==> config.mk <==
export PLATFORM = sky130hd
export DESIGN_NAME = oaf_core
export DESIGN_NICKNAME = d
export VERILOG_FILES = /design/src/oaf_pkg.sv /design/src/oaf_core.sv
export SDC_FILE = /design/constraint.sdc
export NUM_CORES = 1
export LEC_CHECK = 0
export ABC_CLOCK_PERIOD_IN_PS = 8360
export BUFFER_PORTS_ARGS = -buffer_cell sky130_fd_sc_hd__buf_2
export CORE_MARGIN = 1.5
export CORE_UTILIZATION = 35
export DETAILED_ROUTE_END_ITERATION = 6
export GPL_ROUTABILITY_DRIVEN = 0
export GPL_TIMING_DRIVEN = 1
export PLACE_DENSITY_LB_ADDON = 0.05
export SETUP_SLACK_MARGIN = 0.5
export SYNTH_ARGS = -nofsm -noshare
export SYNTH_HDL_FRONTEND = slang
export SYNTH_SLANG_ARGS = --single-unit
==> constraint.sdc <==
create_clock -name clk -period 8.36 [get_ports clk]
set_clock_uncertainty 0.15 [all_clocks]
set_input_delay 0.836 -clock clk [delete_from_list [all_inputs] [get_ports clk]]
set_output_delay 0.836 -clock clk [all_outputs]
set_load 0.005 [all_outputs]
==> src/oaf_pkg.sv <==
// Constants and types for the operand addressing and flags data path
package oaf_pkg;

    // ****************************************
    // Widths
    // ****************************************
    localparam int          ADDR_W      = 12;
    localparam int          DATA_W      = 8;
    localparam int          NPAIR       = 3;

    // ****************************************
    // Register port indexes
    // ****************************************
    localparam logic [3:0]  REG_FLAGS   = 4'h0;
    localparam logic [3:0]  REG_ACC     = 4'h1;
    localparam logic [3:0]  REG_BANK    = 4'h2;
    localparam logic [3:0]  REG_CFG     = 4'h3;
    localparam logic [3:0]  REG_PTR_LO  = 4'h4;  // Pair n low byte at 4+2n
    localparam logic [3:0]  REG_PTR_TOP = 4'h9;

    // ****************************************
    // Flag fields and reset values
    // ****************************************
    localparam int          FLG_C       = 0;
    localparam int          FLG_DC      = 1;
    localparam int          FLG_Z       = 2;
    localparam int          FLG_OV      = 3;
    localparam int          FLG_N       = 4;
    localparam logic [7:0]  FLAGS_MASK  = 8'h1f;
    localparam logic [7:0]  FLAGS_RST   = 8'h00;
    localparam logic [7:0]  BYTE_RST    = 8'h00;
    localparam int          CFG_EXT     = 0;

    // ****************************************
    // Data memory map
    // ****************************************
    localparam logic [7:0]  ACCESS_SPLIT = 8'h60;
    localparam logic [3:0]  ACCESS_HIGH  = 4'hf;
    localparam logic [11:0] FLAGS_DADDR  = 12'hfd8;
    localparam logic [11:0] IND_BASE     = 12'hfef;
    localparam logic [11:0] IND_STEP     = 12'h008;
    localparam logic [11:0] OPR_PLAIN    = 12'h000;
    localparam logic [11:0] OPR_AFTER_INCREMENT_OPERAND  = 12'h001;
    localparam logic [11:0] OPR_AFTER_DECREMENT_OPERAND  = 12'h002;
    localparam logic [11:0] OPR_BEFORE_INCREMENT_OPERAND   = 12'h003;
    localparam logic [11:0] OPR_OFFSET_BY_ACCUMULATOR_OPERAND    = 12'h004;
    localparam int          LIT_PROG_W   = 20;

    // ****************************************
    // Operations and states
    // ****************************************
    typedef enum logic [3:0] {
        OAF_ADD  = 4'h0,
        OAF_SUB  = 4'h1,
        OAF_AND  = 4'h2,
        OAF_IOR  = 4'h3,
        OAF_XOR  = 4'h4,
        OAF_RRC  = 4'h5,
        OAF_RLC  = 4'h6,
        OAF_MOV  = 4'h7,
        OAF_MOVF = 4'h8
    } oaf_op_e;

    typedef enum logic [2:0] {
        OAF_IDLE = 3'b001,
        OAF_READ = 3'b010,
        OAF_EXEC = 3'b100
    } oaf_state_e;

endpackage

==> src/oaf_core.sv <==
// Flag generation and operand address resolution of the 8-bit core
//
// Our own choices: strobed register access and the address map.
`timescale 1ns/10ps
`default_nettype none

module oaf_core (
    // Clock and reset
    input  wire logic        clk,
    input  wire logic        srst,
    // Register port
    input  wire logic [3:0]  reg_addr,
    input  wire logic [7:0]  reg_wdata,
    input  wire logic        reg_wr,
    input  wire logic        reg_rd,
    output logic      [7:0]  reg_rdata,
    // Instruction decode side
    input  wire logic        op_start,
    input  wire logic [3:0]  op_kind,
    input  wire logic        op_file,
    input  wire logic [15:0] opcode,
    input  wire logic [15:0] opcode2,
    output logic             op_busy,
    output logic             op_done,
    output logic      [19:0] jump_target,
    // Data memory side
    output logic      [11:0] mem_addr,
    output logic             mem_rd,
    output logic             mem_wr,
    output logic      [7:0]  mem_wdata,
    input  wire logic [7:0]  mem_rdata
);

    // ****************************************
    // State
    // ****************************************
    oaf_pkg::oaf_state_e state_reg;
    logic [7:0]  flags_reg;
    logic [7:0]  acc_reg;
    logic [3:0]  bank_reg;
    logic        ext_reg;
    logic [11:0] ptr_reg [oaf_pkg::NPAIR];
    logic [3:0]  kind_reg;
    logic        file_reg;
    logic        dest_reg;
    logic [7:0]  lit_reg;
    logic [11:0] dst_reg;
    logic        upd_reg;
    logic [1:0]  upd_pair_reg;
    logic [11:0] upd_val_reg;

    // ****************************************
    // Operand address resolution
    // ****************************************
    logic [11:0] raw_addr;
    logic [11:0] eff_addr;
    logic        ind_hit;
    logic [1:0]  ind_pair;
    logic [11:0] ind_sel;
    logic [11:0] ind_new;
    logic [11:0] acc_sx;

    assign acc_sx = {{4{acc_reg[7]}}, acc_reg};

    // Direct address from the low opcode byte
    always_comb begin
        if (opcode[8]) begin
            raw_addr = {bank_reg, opcode[7:0]};
        end else if (ext_reg && opcode[7:0] < oaf_pkg::ACCESS_SPLIT) begin
            raw_addr = ptr_reg[2] + {4'h0, opcode[7:0]};
        end else if (opcode[7:0] < oaf_pkg::ACCESS_SPLIT) begin
            raw_addr = {4'h0, opcode[7:0]};
        end else begin
            raw_addr = {oaf_pkg::ACCESS_HIGH, opcode[7:0]};
        end
    end

    // Virtual pointer operands are looked up across all pairs
    always_comb begin
        logic [11:0] off;
        off      = 12'h000;
        ind_hit  = 1'b0;
        ind_pair = 2'd0;
        ind_sel  = oaf_pkg::OPR_PLAIN;
        for (int p = 0; p < oaf_pkg::NPAIR; p++) begin
            off = oaf_pkg::IND_BASE - 12'(p) * oaf_pkg::IND_STEP - raw_addr;
            if (off <= oaf_pkg::OPR_OFFSET_BY_ACCUMULATOR_OPERAND) begin
                ind_hit  = 1'b1;
                ind_pair = 2'(p);
                ind_sel  = off;
            end
        end
    end

    // Pointer based target, bank and access bit play no part
    always_comb begin
        eff_addr = raw_addr;
        ind_new  = ptr_reg[ind_pair];
        if (ind_hit) begin
            case (ind_sel)
                oaf_pkg::OPR_AFTER_INCREMENT_OPERAND: begin
                    eff_addr = ptr_reg[ind_pair];
                    ind_new  = ptr_reg[ind_pair] + 12'h001;
                end
                oaf_pkg::OPR_AFTER_DECREMENT_OPERAND: begin
                    eff_addr = ptr_reg[ind_pair];
                    ind_new  = ptr_reg[ind_pair] - 12'h001;
                end
                oaf_pkg::OPR_BEFORE_INCREMENT_OPERAND: begin
                    eff_addr = ptr_reg[ind_pair] + 12'h001;
                    ind_new  = eff_addr;
                end
                oaf_pkg::OPR_OFFSET_BY_ACCUMULATOR_OPERAND: begin
                    eff_addr = ptr_reg[ind_pair] + acc_sx;
                end
                default: begin
                    eff_addr = ptr_reg[ind_pair];
                end
            endcase
        end
    end

    // ****************************************
    // Arithmetic and flags
    // ****************************************
    logic [7:0] opnd;
    logic [7:0] addend;
    logic [4:0] lo_sum;
    logic [3:0] mid_sum;
    logic [1:0] top_sum;
    logic [7:0] res;
    logic [7:0] flg_new;
    logic       sets_flags;

    assign opnd = file_reg ? mem_rdata : lit_reg;

    // Subtract is an add of the complement with carry in set
    assign addend  = (oaf_op_sub()) ? ~acc_reg : acc_reg;
    assign lo_sum  = {1'b0, opnd[3:0]} + {1'b0, addend[3:0]} + {4'h0, oaf_op_sub()};
    assign mid_sum = {1'b0, opnd[6:4]} + {1'b0, addend[6:4]} + {3'h0, lo_sum[4]};
    assign top_sum = {1'b0, opnd[7]} + {1'b0, addend[7]} + {1'b0, mid_sum[3]};

    function automatic logic oaf_op_sub();
        return kind_reg == oaf_pkg::OAF_SUB;
    endfunction

    // Result and flag values for the operation in flight
    always_comb begin
        res        = opnd;
        flg_new    = flags_reg;
        sets_flags = 1'b1;
        case (kind_reg)
            oaf_pkg::OAF_ADD, oaf_pkg::OAF_SUB: begin
                res = {top_sum[0], mid_sum[2:0], lo_sum[3:0]};
                flg_new[oaf_pkg::FLG_DC] = lo_sum[4];
                flg_new[oaf_pkg::FLG_C]  = top_sum[1];
                flg_new[oaf_pkg::FLG_OV] = mid_sum[3] ^ top_sum[1];
            end
            oaf_pkg::OAF_AND: res = opnd & acc_reg;
            oaf_pkg::OAF_IOR: res = opnd | acc_reg;
            oaf_pkg::OAF_XOR: res = opnd ^ acc_reg;
            oaf_pkg::OAF_RRC: begin
                res = {flags_reg[oaf_pkg::FLG_C], opnd[7:1]};
                flg_new[oaf_pkg::FLG_C]  = opnd[0];
                flg_new[oaf_pkg::FLG_DC] = opnd[4];
            end
            oaf_pkg::OAF_RLC: begin
                res = {opnd[6:0], flags_reg[oaf_pkg::FLG_C]};
                flg_new[oaf_pkg::FLG_C]  = opnd[7];
                flg_new[oaf_pkg::FLG_DC] = opnd[3];
            end
            oaf_pkg::OAF_MOV: res = opnd;
            default: sets_flags = 1'b0;                           // Full-address moves keep flags unless written to FLAGS_DADDR
        endcase
        if (sets_flags) begin
            flg_new[oaf_pkg::FLG_N] = res[7];
            flg_new[oaf_pkg::FLG_Z] = (res == 8'h00);
        end
        flg_new = flg_new & oaf_pkg::FLAGS_MASK;
    end

    // ****************************************
    // Sequencer
    // ****************************************
    logic exec;
    logic wr_file;
    logic wr_flags_mem;

    assign exec         = (state_reg == oaf_pkg::OAF_EXEC);
    assign wr_file      = exec && file_reg
                          && (kind_reg == oaf_pkg::OAF_MOVF || dest_reg);
    assign wr_flags_mem = wr_file && (mem_addr == oaf_pkg::FLAGS_DADDR);
    assign op_busy      = (state_reg != oaf_pkg::OAF_IDLE);

    // File operands are read first, literals go straight to execute
    always_ff @(posedge clk) begin
        if (srst) begin
            state_reg <= oaf_pkg::OAF_IDLE;
        end else begin
            case (state_reg)
                oaf_pkg::OAF_IDLE: begin
                    if (op_start) begin
                        state_reg <= (op_file || op_kind == oaf_pkg::OAF_MOVF)
                                     ? oaf_pkg::OAF_READ : oaf_pkg::OAF_EXEC;
                    end
                end
                oaf_pkg::OAF_READ: state_reg <= oaf_pkg::OAF_EXEC;
                default:           state_reg <= oaf_pkg::OAF_IDLE;
            endcase
        end
    end

    // Latch the decoded fields when an operation is taken
    always_ff @(posedge clk) begin
        if (srst) begin
            kind_reg     <= 4'h0;
            file_reg     <= 1'b0;
            dest_reg     <= 1'b0;
            lit_reg      <= oaf_pkg::BYTE_RST;
            dst_reg      <= 12'h000;
            jump_target  <= 20'h00000;
            upd_reg      <= 1'b0;
            upd_pair_reg <= 2'd0;
            upd_val_reg  <= 12'h000;
        end else if (state_reg == oaf_pkg::OAF_IDLE && op_start) begin
            kind_reg     <= op_kind;
            file_reg     <= op_file || op_kind == oaf_pkg::OAF_MOVF;
            dest_reg     <= opcode[9];
            lit_reg      <= opcode[7:0];
            dst_reg      <= opcode2[11:0];
            jump_target  <= {opcode2[11:0], opcode[7:0]};
            upd_reg      <= op_file && op_kind != oaf_pkg::OAF_MOVF && ind_hit
                            && ind_sel != oaf_pkg::OPR_PLAIN && ind_sel != oaf_pkg::OPR_OFFSET_BY_ACCUMULATOR_OPERAND;
            upd_pair_reg <= ind_pair;
            upd_val_reg  <= ind_new;
        end else if (exec) begin
            upd_reg <= 1'b0;
        end
    end

    // Memory strobes and the address for each phase
    always_ff @(posedge clk) begin
        if (srst) begin
            mem_addr  <= 12'h000;
            mem_rd    <= 1'b0;
            mem_wr    <= 1'b0;
            mem_wdata <= oaf_pkg::BYTE_RST;
            op_done   <= 1'b0;
        end else begin
            mem_rd  <= 1'b0;
            mem_wr  <= 1'b0;
            op_done <= exec;
            if (state_reg == oaf_pkg::OAF_IDLE && op_start) begin
                if (op_kind == oaf_pkg::OAF_MOVF) begin
                    mem_addr <= opcode[11:0];
                    mem_rd   <= 1'b1;
                end else if (op_file) begin
                    mem_addr <= eff_addr;
                    mem_rd   <= 1'b1;
                end
            end else if (state_reg == oaf_pkg::OAF_READ && kind_reg == oaf_pkg::OAF_MOVF) begin
                mem_addr <= dst_reg;
            end
            if (state_reg == oaf_pkg::OAF_READ) begin
                mem_wr <= kind_reg == oaf_pkg::OAF_MOVF || dest_reg;
            end
            if (exec) begin
                mem_wdata <= res;
            end
        end
    end

    // ****************************************
    // Registers
    // ****************************************
    logic       ptr_wr;
    logic [1:0] ptr_idx;
    logic [3:0] ptr_off;

    assign ptr_off = reg_addr - oaf_pkg::REG_PTR_LO;
    assign ptr_idx = ptr_off[2:1];
    assign ptr_wr  = reg_wr && reg_addr >= oaf_pkg::REG_PTR_LO
                     && reg_addr <= oaf_pkg::REG_PTR_TOP;

    // Flags: the operation's own update wins over any data write
    always_ff @(posedge clk) begin
        if (srst) begin
            flags_reg <= oaf_pkg::FLAGS_RST;
        end else if (exec && sets_flags) begin
            flags_reg <= flg_new;
        end else if (exec && wr_flags_mem) begin
            flags_reg <= res & oaf_pkg::FLAGS_MASK;
        end else if (reg_wr && reg_addr == oaf_pkg::REG_FLAGS) begin
            flags_reg <= reg_wdata & oaf_pkg::FLAGS_MASK;
        end
    end

    // Accumulator takes literal results and file results whose destination bit is clear
    always_ff @(posedge clk) begin
        if (srst) begin
            acc_reg <= oaf_pkg::BYTE_RST;
        end else if (exec && !wr_file) begin
            acc_reg <= res;
        end else if (reg_wr && reg_addr == oaf_pkg::REG_ACC) begin
            acc_reg <= reg_wdata;
        end
    end

    // Bank select and configuration
    always_ff @(posedge clk) begin
        if (srst) begin
            bank_reg <= 4'h0;
            ext_reg  <= 1'b0;
        end else begin
            if (reg_wr && reg_addr == oaf_pkg::REG_BANK) begin
                bank_reg <= reg_wdata[3:0];
            end
            if (reg_wr && reg_addr == oaf_pkg::REG_CFG) begin
                ext_reg <= reg_wdata[oaf_pkg::CFG_EXT];
            end
        end
    end

    // One 12-bit pointer per pair; software bytes and automatic steps
    for (genvar g = 0; g < oaf_pkg::NPAIR; g++) begin : g_ptr
        always_ff @(posedge clk) begin
            if (srst) begin
                ptr_reg[g] <= 12'h000;
            end else if (exec && upd_reg && upd_pair_reg == 2'(g)) begin
                ptr_reg[g] <= upd_val_reg;
            end else if (ptr_wr && ptr_idx == 2'(g)) begin
                if (ptr_off[0]) begin
                    ptr_reg[g][11:8] <= reg_wdata[3:0];
                end else begin
                    ptr_reg[g][7:0] <= reg_wdata;
                end
            end
        end
    end

    // Read data stands in the cycle after the read strobe
    always_ff @(posedge clk) begin
        if (srst) begin
            reg_rdata <= oaf_pkg::BYTE_RST;
        end else if (reg_rd) begin
            case (reg_addr)
                oaf_pkg::REG_FLAGS: reg_rdata <= flags_reg & oaf_pkg::FLAGS_MASK;
                oaf_pkg::REG_ACC:   reg_rdata <= acc_reg;
                oaf_pkg::REG_BANK:  reg_rdata <= {4'h0, bank_reg};
                oaf_pkg::REG_CFG:   reg_rdata <= {7'h00, ext_reg};
                4'h4, 4'h6, 4'h8:   reg_rdata <= ptr_reg[ptr_idx][7:0];
                4'h5, 4'h7, 4'h9:   reg_rdata <= {4'h0, ptr_reg[ptr_idx][11:8]};
                default:            reg_rdata <= oaf_pkg::BYTE_RST;
            endcase
        end
    end

endmodule // oaf_core

`default_nettype wire

Yosys cells after proc, flatten, opt, wreduce, memory -nomap -nowiden
Memories as Yosys holds them, arrays and structs flattened.
Cells that the tools add are included.

cells by class
  $add $sub $neg = 14
  multipliers = 0
  divide/modulo/power cells = 0
  $lt $le $gt $ge = 6
  equal/unequal tests = 38
  shifts and indexed selects = 0
  mux-type cells = 86
  bitwise logic cells = 16
  reductions and logical operators = 50

operators with widths
  operator                                                                           number
  12-bit 2-to-1 mux                                                                  15
  8-bit one-hot mux with 6 select lines                                              2
  8-bit 2-to-1 mux                                                                   7
  1-bit 2-to-1 mux                                                                   49
  12-bit one-hot mux with 2 select lines                                             2
  12-bit by 3-bit less-or-equal comparator with 1-bit output, second input constant  3
  12-bit subtractor, first input constant                                            3
  4-bit by 3-bit == test with 1-bit output, second input constant                    8
  1-bit logical AND                                                                  26
  12-bit by 2-bit == test with 1-bit output, second input constant                   2
  4-bit by 2-bit == test with 1-bit output, second input constant                    4
  4-bit == test, second input constant                                               4
  5-bit 2-to-1 mux                                                                   3
  12-bit by 1-bit adder with 12-bit output, second input constant                    1
  12-bit adder                                                                       1
  12-bit by 8-bit adder with 12-bit output                                           1
  12-bit by 1-bit == test with 1-bit output, second input constant                   1
  12-bit == test, second input constant                                              1
  12-bit by 3-bit == test with 1-bit output, second input constant                   1
  4-bit 2-to-1 mux                                                                   3
  12-bit by 3-bit != test with 1-bit output, second input constant                   1
  12-bit nonzero test                                                                1
  12-bit by 1-bit subtractor with 12-bit output, second input constant               1
  1-bit bitwise OR                                                                   9
  43 further kinds                                                                   61

word-level totals
  bits in registers = 113
  latch bits = 0
  RAM bits = 36
  ROM bits = 0
  bits of input ports = 62
  output and inout bits = 52
  logic and storage cells = 233
  memories = 1

memory list
  name     words  width  read ports  clocked after memory_dff  wr ports  line            text
  ptr_reg  3      12     3           0                         3         oaf_core.sv:42  logic [11:0] ptr_reg [oaf_pkg::NPAIR];

Logic depth before layout (Yosys ltp)
Gate-level depths: netlist of the first run.

  depth after elaboration = 15
  depth in mapped cells = 35
  gate-level depth less buffers = 33

Least setup slack after synthesis of the first run
OpenSTA, ideal clock, no wires.

  path kind = input port to flip-flop
  from = input port opcode[0]
  to = register mem_addr[11]
  setup time = 134 ps
  arrival time = 7001 ps
  required time = 8076 ps
  path slack = 1075 ps
  cell stages on the path = 33
  buffers on the path = 2
  cell sequence = ha_1 -> inv_1 -> fa_1 -> nand2b_1 -> a21oi_1 -> xnor2_1 -> o21ai_0 -> inv_1 -> ha_1 -> or2_2 -> a221o_1 -> and4_1 -> mux2_2 -> and3_1 -> buf_2 -> buf_4 -> nand2_1 -> nand2_1 -> a31oi_1 -> ha_1 -> a21o_1 -> a21oi_1 -> o21ai_0 -> a21oi_1 -> nor2b_1 -> o21a_1 -> o31a_1 -> o41ai_1 -> xnor2_1 -> nand2_1 -> xnor2_1 -> a21oi_1 -> a211oi_2

on the way
  word-level cells in the longest chain between the ends = 15
  elaborated cells between the ends (all ways) = 30
  classes of those cells = 6 x add/sub; 4 x order compare; 2 x eq/ne; 16 x mux; 1 x reduce/logical; 1 x memory

RTL lines
  what                                                           line                            text
  from (decl)                                                    oaf_core.sv:21                  input wire logic [15:0] opcode,
  8-bit by 7-bit less-than comparator with 1-bit output          oaf_core.sv:69, oaf_core.sv:71
  12-bit 2-to-1 mux / 1-bit logical AND (equally long branches)  oaf_core.sv:71, oaf_core.sv:69
  12-bit 2-to-1 mux                                              oaf_core.sv:69                  end else if (ext_reg && opcode[7:0] < oaf_pkg::ACCESS_SPLIT) begin
  12-bit 2-to-1 mux (*)                                          oaf_core.sv:67                  if (opcode[8]) begin
  12-bit subtractor                                              oaf_core.sv:86                  off = oaf_pkg::IND_BASE - 12'(p) * oaf_pkg::IND_STEP - raw_addr;
  12-bit by 3-bit less-or-equal comparator with 1-bit output     oaf_core.sv:87                  if (off <= oaf_pkg::OPR_OFFSET_BY_ACCUMULATOR_OPERAND) begin
  1-bit 2-to-1 mux / 12-bit 2-to-1 mux (equally long branches)   oaf_core.sv:87
  2-bit 2-to-1 mux / 12-bit 2-to-1 mux (equally long branches)   oaf_core.sv:87
  memory 3 x 12 bit / 12-bit 2-to-1 mux (equally long branches)  n/a
  12-bit adder, or another cell as far along                     oaf_core.sv:114                 eff_addr = ptr_reg[ind_pair] + acc_sx;
  12-bit one-hot mux with 2 select lines                         oaf_core.sv:100                 case (ind_sel)
  12-bit 2-to-1 mux (*)                                          oaf_core.sv:99                  if (ind_hit) begin
  12-bit 2-to-1 mux (*)                                          oaf_core.sv:257                 end else if (op_file) begin
  12-bit 2-to-1 mux (*)                                          oaf_core.sv:254                 if (op_kind == oaf_pkg::OAF_MOVF) begin
  12-bit 2-to-1 mux (*)                                          oaf_core.sv:253                 if (state_reg == oaf_pkg::OAF_IDLE && op_start) begin
  to (signal assigned)                                           oaf_core.sv:255                 mem_addr <= opcode[11:0];
  to (signal assigned)                                           oaf_core.sv:258                 mem_addr <= eff_addr;
  to (signal assigned)                                           oaf_core.sv:262                 mem_addr <= dst_reg;
  to (decl)                                                      oaf_core.sv:27                  output logic [11:0] mem_addr,

Every way passes the cells marked *; elsewhere a longest branch is shown, timed or not. The select of a mux whose other input is x is not followed.
A chain may end at the register's enable or synchronous reset.

Final worst setup path of the first run
  from = input port opcode[1]
  to = register mem_addr[11]

The elaborated chain is that of the path after synthesis.

==> impl_summary.md, run 1 <==
CTS
The later pin in the worst-skew pair is clocked with a latency of 0.43 ns. The H-tree was split into 4 levels. The hold-fix buffer count after cts is 0. The root buffer cell chosen for the clock tree is sky130_fd_sc_hd__clkbuf_16. Counting the buffers created by CTS gives 17. The clock passes through at most 2 buffers.

The clock sink count is 129. The clock-pin slew on the worst setup and hold paths is 0.07 ns. After clock tree synthesis, the setup repair step added 0 buffers.

TritonCTS built the clock tree. The number of gates resized after cts is 0.

Layout
The area growth from synthesis to final layout is 15.18%. The proportion of layout cells with a drive suffix above 1 is 0.1620. The final core area utilization is 0.4079. The repair_antennas step left the layout with diodes totalling 0.

The net count of the finished layout is 1,469. The filler cells instantiated in the layout total 2,994. The register with the most flip-flops in the layout has 36 of them.

Critical path
The number of cells on the worst reg-to-reg path is 29. The endpoint of the most critical setup path is mem_addr[11]. The worst setup path is captured at a flop.

STA puts the critical path data required time at 8.49 ns. On the critical path, the stage with the largest delay is an instance of sky130_fd_sc_hd__a31oi_1. In this run the critical register-to-register path is launched from ptr_reg[2][1].

The maximum fanout count along the critical path is 9. The setup path with the least slack is of type in2reg. The end of the worst register-to-register path is mem_addr[11].

The stage delay of the slowest cell on the critical path is 0.40 ns. The cell repeated most along the worst path is sky130_fd_sc_hd__nand2_1. Tracing the worst setup path back leads to its startpoint at opcode[1]. The category of the worst setup path launch point is an input pin. For the worst setup path, the data arrival time is 7.42 ns. In this run the register-to-register setup slack is 1.09 ns.

Floorplanning
The core region is 28,630 sq um. The site row count is 62. For this configuration, the core starts out at a cell density of 0.3541.

The die span in x is 173.2 um. For this design the top-level I/O count stands at 114. The vertical extent of the die is 173.2 um. The die area is 29,990 sq um.

Global route
The wire length of the first global-routing pass is 58,320 um. The via count of the first global-routing pass is 9,607. For this run the aggregate overflow at the end of global routing stands at 0. For this run, the total global-route usage over all layers was measured as 0.2532.

The initial antenna violation count is 0. The maximum number of pins on one net before global-route repair is 71.

STA
For the final routed database, the setup TNS stands at 0 ns. The highest clock frequency the design can meet is 137.2 MHz. In this run the tightest slew margin relative to its limit is 0.2363. Setup violations remaining at the end of the flow were counted as 0. The tightest hold path in the finished design has a slack of 0.3036 ns. The max-slew violation count is 0.

At the pin with the least slew margin, the transition time is 1.137 ns. The post-route worst setup slack is 1.072 ns. Setup repair after global routing left no endpoint under its margin. The count of final hold-check violations is 0. Dividing the final minimum period by the clock period gives 0.8718. The minimum period implied by the final worst setup slack is 7.288 ns.

Synth
The total of warnings raised by yosys is 0. The post-synth net total is 1,390. Counting flops with a built-in enable in the synthesized netlist gives 36. sky130_fd_sc_hd__dfxtp_1 takes more of the synthesized area than any other cell. The share of synthesized area occupied by flip-flops and latches is 0.2903. The synthesized netlist occupies a cell area of 10,140 sq um.

Yosys mapped the design onto 98 distinct sky130hd cell types. The fraction of synthesized cell area taken by the top area cell type is 0.1837. The share of async-settable or async-resettable flops after synthesis is 0. The post-synthesis register bit count is 129.

Ranked by total cell area, the synthesized netlist is headed by sky130_fd_sc_hd__dfxtp_1 18%, sky130_fd_sc_hd__edfxtp_1 11%, sky130_fd_sc_hd__ha_1 6.2%. In the synthesized netlist the dominant register cell turns out to be sky130_fd_sc_hd__dfxtp_1. The per-instance average area after synthesis is 7.969 sq um. Synthesis produced 1,272 cells.

Routing
The average routed wire per standard cell is 21.82 um. The count of TritonRoute iterations in the first routing pass is 5. The remaining number of nets flagged by the antenna check after routing is 0. In this run, the number of DRC markers left after iteration 0 of detailed routing was 699. The aggregate routed wire length is 38,150 um. The detailed router placed 10,031 vias in this run. After detailed routing, the number of remaining DRC violations is 0. After detailed routing, the number of vias per cell comes to 5.739.

Placed design
The post-detailed-placement half-perimeter wirelength is 28,990 um. The number of input and output port buffers inserted is 105. The post-placement worst setup slack is 0.5024 ns.

Power and ir drop
VDD sags by at most 0.0001000 V. The post-layout total power is 1.891 mW. For this design the static power due to leakage is 4.669 nW.

The power per standard cell area is 161.9 nW/um^2.

Status
The run finished with clean final reports.

Worst hold path
The path class of the tightest hold or removal check is reg2reg.

Job
The count of max-cap constraint violations is 0.
-- metrics by stage --
step | area [sq um] | instances
global route | 11670 | 1748
global placement | 11050 | 1716
detailed placement | 11050 | 1716
floorplan | 10140 | 1272
CTS | 11660 | 1748
finish | 11670 | 1748
-- how the worst min path moves through the flow --
| stage | depth (start not counted) | to | start | slack [ns] |
|---|---|---|---|---|
| after floorplan | 2 | dest_reg | dest_reg | 0.30 |
| after detailed placement | 2 | mem_wdata[0] | mem_wdata[0] | 0.29 |
| after global placement | 2 | mem_wdata[3] | mem_wdata[3] | 0.30 |
| after CTS | 2 | mem_wdata[0] | mem_wdata[0] | 0.30 |
| after global routing | 2 | mem_wdata[3] | mem_wdata[3] | 0.34 |
| final | 2 | mem_wdata[0] | mem_wdata[0] | 0.30 |
-- placed cells by master, fill, tap and decap left out, types with 16 or more instances in the layout --
cell type / n
sky130_fd_sc_hd__a211oi_1: 28
sky130_fd_sc_hd__clkbuf_16: 18
sky130_fd_sc_hd__o211ai_1: 18
sky130_fd_sc_hd__nor2_1: 142
sky130_fd_sc_hd__dfxtp_1: 93
sky130_fd_sc_hd__o21ai_0: 50
sky130_fd_sc_hd__buf_2: 104
sky130_fd_sc_hd__a22o_1: 38
sky130_fd_sc_hd__nor3_1: 32
sky130_fd_sc_hd__edfxtp_1: 36
sky130_fd_sc_hd__buf_4: 26
sky130_fd_sc_hd__nand3_1: 28
sky130_fd_sc_hd__mux2i_1: 42
sky130_fd_sc_hd__nand2_1: 158
sky130_fd_sc_hd__nor2b_1: 16
sky130_fd_sc_hd__inv_1: 51
sky130_fd_sc_hd__xnor2_1: 32
sky130_fd_sc_hd__ha_1: 50
sky130_fd_sc_hd__o22ai_1: 17
sky130_fd_sc_hd__a21oi_1: 108
-- Yosys cell counts, types with 17 or more instances --
master	n
sky130_fd_sc_hd__nand2_1	158
sky130_fd_sc_hd__nor2_1	142
sky130_fd_sc_hd__a21oi_1	109
sky130_fd_sc_hd__dfxtp_1	93
sky130_fd_sc_hd__inv_1	51
sky130_fd_sc_hd__o21ai_0	51
sky130_fd_sc_hd__ha_1	50
sky130_fd_sc_hd__clkbuf_1	48
sky130_fd_sc_hd__mux2i_1	42
sky130_fd_sc_hd__a22o_1	38
sky130_fd_sc_hd__edfxtp_1	36
sky130_fd_sc_hd__nor3_1	34
sky130_fd_sc_hd__xnor2_1	32
sky130_fd_sc_hd__a211oi_1	28
sky130_fd_sc_hd__nand3_1	28
sky130_fd_sc_hd__o211ai_1	18
sky130_fd_sc_hd__o22ai_1	17
-- area by class of cell --
class / count / area (sq um) / share of cell area
flip-flops and latches: 129 / 2943 / 0.2521
clock inverters: 13 / 140.1 / 0.01200
well taps: 384 / 480.5 / 0.04115
inverters: 53 / 198.9 / 0.01704
multi-input cells: 1020 / 6733 / 0.5767
clock buffers: 19 / 464.2 / 0.03976
repair buffers: 130 / 715.7 / 0.06130
-- metal layers --
metal,up-vias,track usage,part of all wire
met5,-,0,0
met4,0,0.06703,0.022
met3,41,0.03584,0.047
met2,279,0.4054,0.46
met1,4851,0.3564,0.47
li1,4860,-,-
-- cells by family after synthesis --
group / share of synthesized area
compound gates: 0.2773
xor+xnor: 0.03370
fa+ha+maj: 0.07357
buf+inv: 0.04913
flops: 0.2903
mux: 0.05147
simple gates: 0.2245
-- power breakdown --
part           total [mW]  internal, mW  switching [mW]
Clock               0.789         0.447           0.341
Sequential          0.719         0.676          0.0433
Combinational       0.383         0.136           0.247
Total                1.89          1.26           0.631
-- critical path, delay by kind of cell --
family                   cells  cell delay (ns)
XOR/XNOR                     2             0.31
AO/OA/AOI/OAI               13             2.88
AND/OR/NAND/NOR              8             1.39
buffers and inverters        2             0.33
multiplexers                 2             0.62
adder cells (fa/ha/maj)      3             1.04
No activity file was read; power rests on OpenSTA's default activity.
==> run 2, diff against run 1 <==
--- a/config.mk
+++ b/config.mk
@@ -9,10 +9,12 @@
 export BUFFER_PORTS_ARGS = -buffer_cell sky130_fd_sc_hd__buf_2
 export CORE_MARGIN = 1.5
 export CORE_UTILIZATION = 35
+export CTS_CLUSTER_DIAMETER = 150
 export DETAILED_ROUTE_END_ITERATION = 6
 export GPL_ROUTABILITY_DRIVEN = 0
 export GPL_TIMING_DRIVEN = 1
 export PLACE_DENSITY_LB_ADDON = 0.05
+export RECOVER_POWER = 100
 export SETUP_SLACK_MARGIN = 0.5
 export SYNTH_ARGS = -nofsm -noshare
 export SYNTH_HDL_FRONTEND = slang
==> impl_summary.md, run 2 (synthesis results as in run 1) <==
Status
The flow ran to the end, but the final reports show violations. The checks that failed: max-capacitance violations, max-slew violations.

CTS
The clock-pin slew on the worst setup and hold paths is 0.07 ns (about the same). The worst-case clock buffer depth was 2 (unchanged). The number of buffers added by the clock tree synthesis step is 17 (unchanged). The number of buffers inserted by post-CTS setup repair is 0 (unchanged). The hold-fix buffer count after cts is 0 (unchanged). The deepest level of the CTS H-tree was 4 (unchanged). TritonCTS built the clock tree. The clock tree root buffer cell is sky130_fd_sc_hd__clkbuf_16. The clock sink count is 129 (unchanged). The clock latency on the worst-skew pair came to 0.43 ns (about the same).

Floorplanning
The die area came to 29,990 sq um (unchanged). The number of ports placed on the die boundary came to 114 (unchanged). The placeable core region is 28,630 sq um (unchanged). The die span in x came to 173.2 um (unchanged).

The vertical extent of the die is 173.2 um (unchanged). The starting density of the core was 0.3541 (unchanged). The site row count is 62 (unchanged).

Routing
The aggregate routed wire length is 38,170 um (about the same). The first-iteration detailed-routing DRC count is 717 (+2.6%). The count of vias placed by the detailed router is 9,984 (-0.47%).

The via-per-instance ratio is 5.712 (-0.47%). The count of TritonRoute iterations in the first routing pass came to 5 (unchanged). The remaining routing DRC violations is 0 (unchanged). The remaining number of nets flagged by the antenna check after routing came to 0 (unchanged). The average routed wire per standard cell is 21.84 um (about the same).

Power and ir drop
The combinational share of power came to 0.201 (-0.002). The switching power share of the total is 0.3330 (-0.0009325). The power share of the clock group was 0.417 (about the same). The internal power of the cells came to 1.257 mW (-0.18%). The maximum resistive drop on vdd is 0.00009945 V (-0.59%).

The post-layout total power was 1.884 mW (-0.32%). The cell leakage power is 4.537 nW (-2.8%). The reported net switching power is 0.6275 mW (-0.60%).

The fraction of power consumed by sequential logic is 0.382 (+0.002). The power per standard cell area came to 163.0 nW/um^2 (+0.65%).

Global route
The final global-route overflow total was 0 (unchanged). The initial antenna violation count is 0 (unchanged). The maximum number of pins on one net before global-route repair is 71 (unchanged). The overall fraction of global-route tracks in use is 0.2532 (unchanged). The wire length of the first global-routing pass came to 58,320 um (unchanged).

The via count of the first global-routing pass is 9,607 (unchanged).

STA
The max-slew violation count is 132 (+132). The final hold slack came to 0.3042 ns (+0.0005690 ns). The highest clock frequency the design can meet came to 133.7 MHz (-2.6%). The minimum period implied by the final worst setup slack is 7.479 ns (+0.1910 ns). Setup repair after global routing left no endpoint under its margin. The count of final setup violators was 0 (unchanged). The count of final hold-check violations is 0 (unchanged). The final cycle utilization of the critical path came to 0.8947 (+0.02284). The slew at the pin closest to its max-slew limit is 3.267 ns (+2.130 ns). The setup TNS is 0 ns (unchanged). The remaining max-slew budget at the tightest pin was -1.178 (-1.414).

Placed design
The placed instance count is 1,716 (unchanged). The number of input and output port buffers inserted is 105 (unchanged). The post-detailed-placement half-perimeter wirelength came to 28,990 um (unchanged). The instance area after placement came to 11,050 sq um (unchanged).

Job
The count of max-cap constraint violations is 4 (+4).

Layout
The net total in the final layout is 1,469 (unchanged). The proportion of layout cells with a drive suffix above 1 is 0.1342 (-0.02786). Leaving out fill and tap cells, the most frequent cell in the layout is sky130_fd_sc_hd__nand2_1. The number of diodes added for antenna fixing came to 0 (unchanged). The non-filler instance count after layout was 1,748 (unchanged). The library cells used most frequently in the layout, excluding fill and tap cells, are 159 x sky130_fd_sc_hd__nand2_1, 142 x sky130_fd_sc_hd__nor2_1, 109 x sky130_fd_sc_hd__a21oi_1, 93 x sky130_fd_sc_hd__dfxtp_1, 82 x sky130_fd_sc_hd__buf_2. The flip-flop count of the largest register, all copies and words added is 36 (unchanged). Compared with the post-synthesis result, the final layout area differs by 14.07%. The total non-filler cell area in the finished layout was 11,560 sq um (-0.96%).

Critical path
The worst path arrival time was 7.51 ns (+0.09 ns). The number of cells on the worst reg-to-reg path is 29 (unchanged). The slowest stage of the critical path is the sky130_fd_sc_hd__fa_1 cell. The maximum fanout count along the critical path is 9 (unchanged). The type of destination of the critical path is a flop. The stage delay of the slowest cell on the critical path is 0.40 ns (about the same). The data required time at the worst endpoint is 8.39 ns (-0.10 ns). The category of the critical setup timing path is in2reg. STA classifies the critical path startpoint as an input pin.

Worst hold path
The class of the worst hold path is reg2reg. The cell depth of the worst min-delay path is 2 (unchanged).
## run 2: through the flow
step | setup WS [ns] | util
2_1_floorplan | 1.075 | -
3_3_place_gp | 0.6279 | 0.3862
3_5_place_dp | 0.5024 | 0.3862
4_1_cts | 0.9013 | 0.4073
5_1_grt | 0.2805 | 0.4039
6_report | 0.8807 | 0.4039
## run 2: critical path, delay by kind of cell
| kind | cells | cell delay (ns) |
|---|---|---|
| compound gates | 12 | 2.87 |
| fa+ha+maj | 4 | 1.24 |
| buf+inv | 5 | 0.65 |
| simple gates | 8 | 1.36 |
| mux | 1 | 0.30 |
| xor+xnor | 2 | 0.23 |
## run 2: cell type report
| type | instances | area, sq um |
|---|---|---|
| Clock buffer | 19 | 464.2 |
| Fill cell | 3013 | 17060 |
| Timing Repair Buffer | 130 | 665.6 |
| Clock inverter | 13 | 140.1 |
| Sequential cell | 129 | 2943 |
| Inverter | 53 | 198.9 |
| Tap cell | 384 | 480.5 |
| Multi-Input combinational cell | 1020 | 6670 |
## run 2: routing by layer
metal / vias to the layer above / share of wire / GRT usage
li1: 4865 / - / -
met1: 4809 / 0.47 / 0.3564
met2: 279 / 0.46 / 0.4054
met3: 31 / 0.050 / 0.03584
met4: 0 / 0.020 / 0.06703
met5: - / 0 / 0
## run 2: path summary, 6_finish.rpt
path / start / to / slack, ns
min reg2reg: mem_wdata[0] / mem_wdata[0] / 0.30
min: mem_wdata[0] / mem_wdata[0] / 0.30
max: opcode[0] / mem_addr[9] / 0.88
max reg2reg: ptr_reg[2][1] / mem_addr[9] / 0.90
## run 2: timing repair
action / 4_1_cts / 5_1_grt
hold endpoints to repair: 0 / 0
endpoints found under the setup margin: 0 / 2
resized for setup: 0 / 5
## run 2: power by group through the flow
stage	Clock, mW	Combinational (mW)	Sequential (mW)
global placement	0	0.378	0.732
CTS	0.795	0.380	0.718
floorplan	0	0.259	0.710
global route	0.825	0.420	0.723
finish	0.786	0.378	0.720
detailed placement	0	0.378	0.732
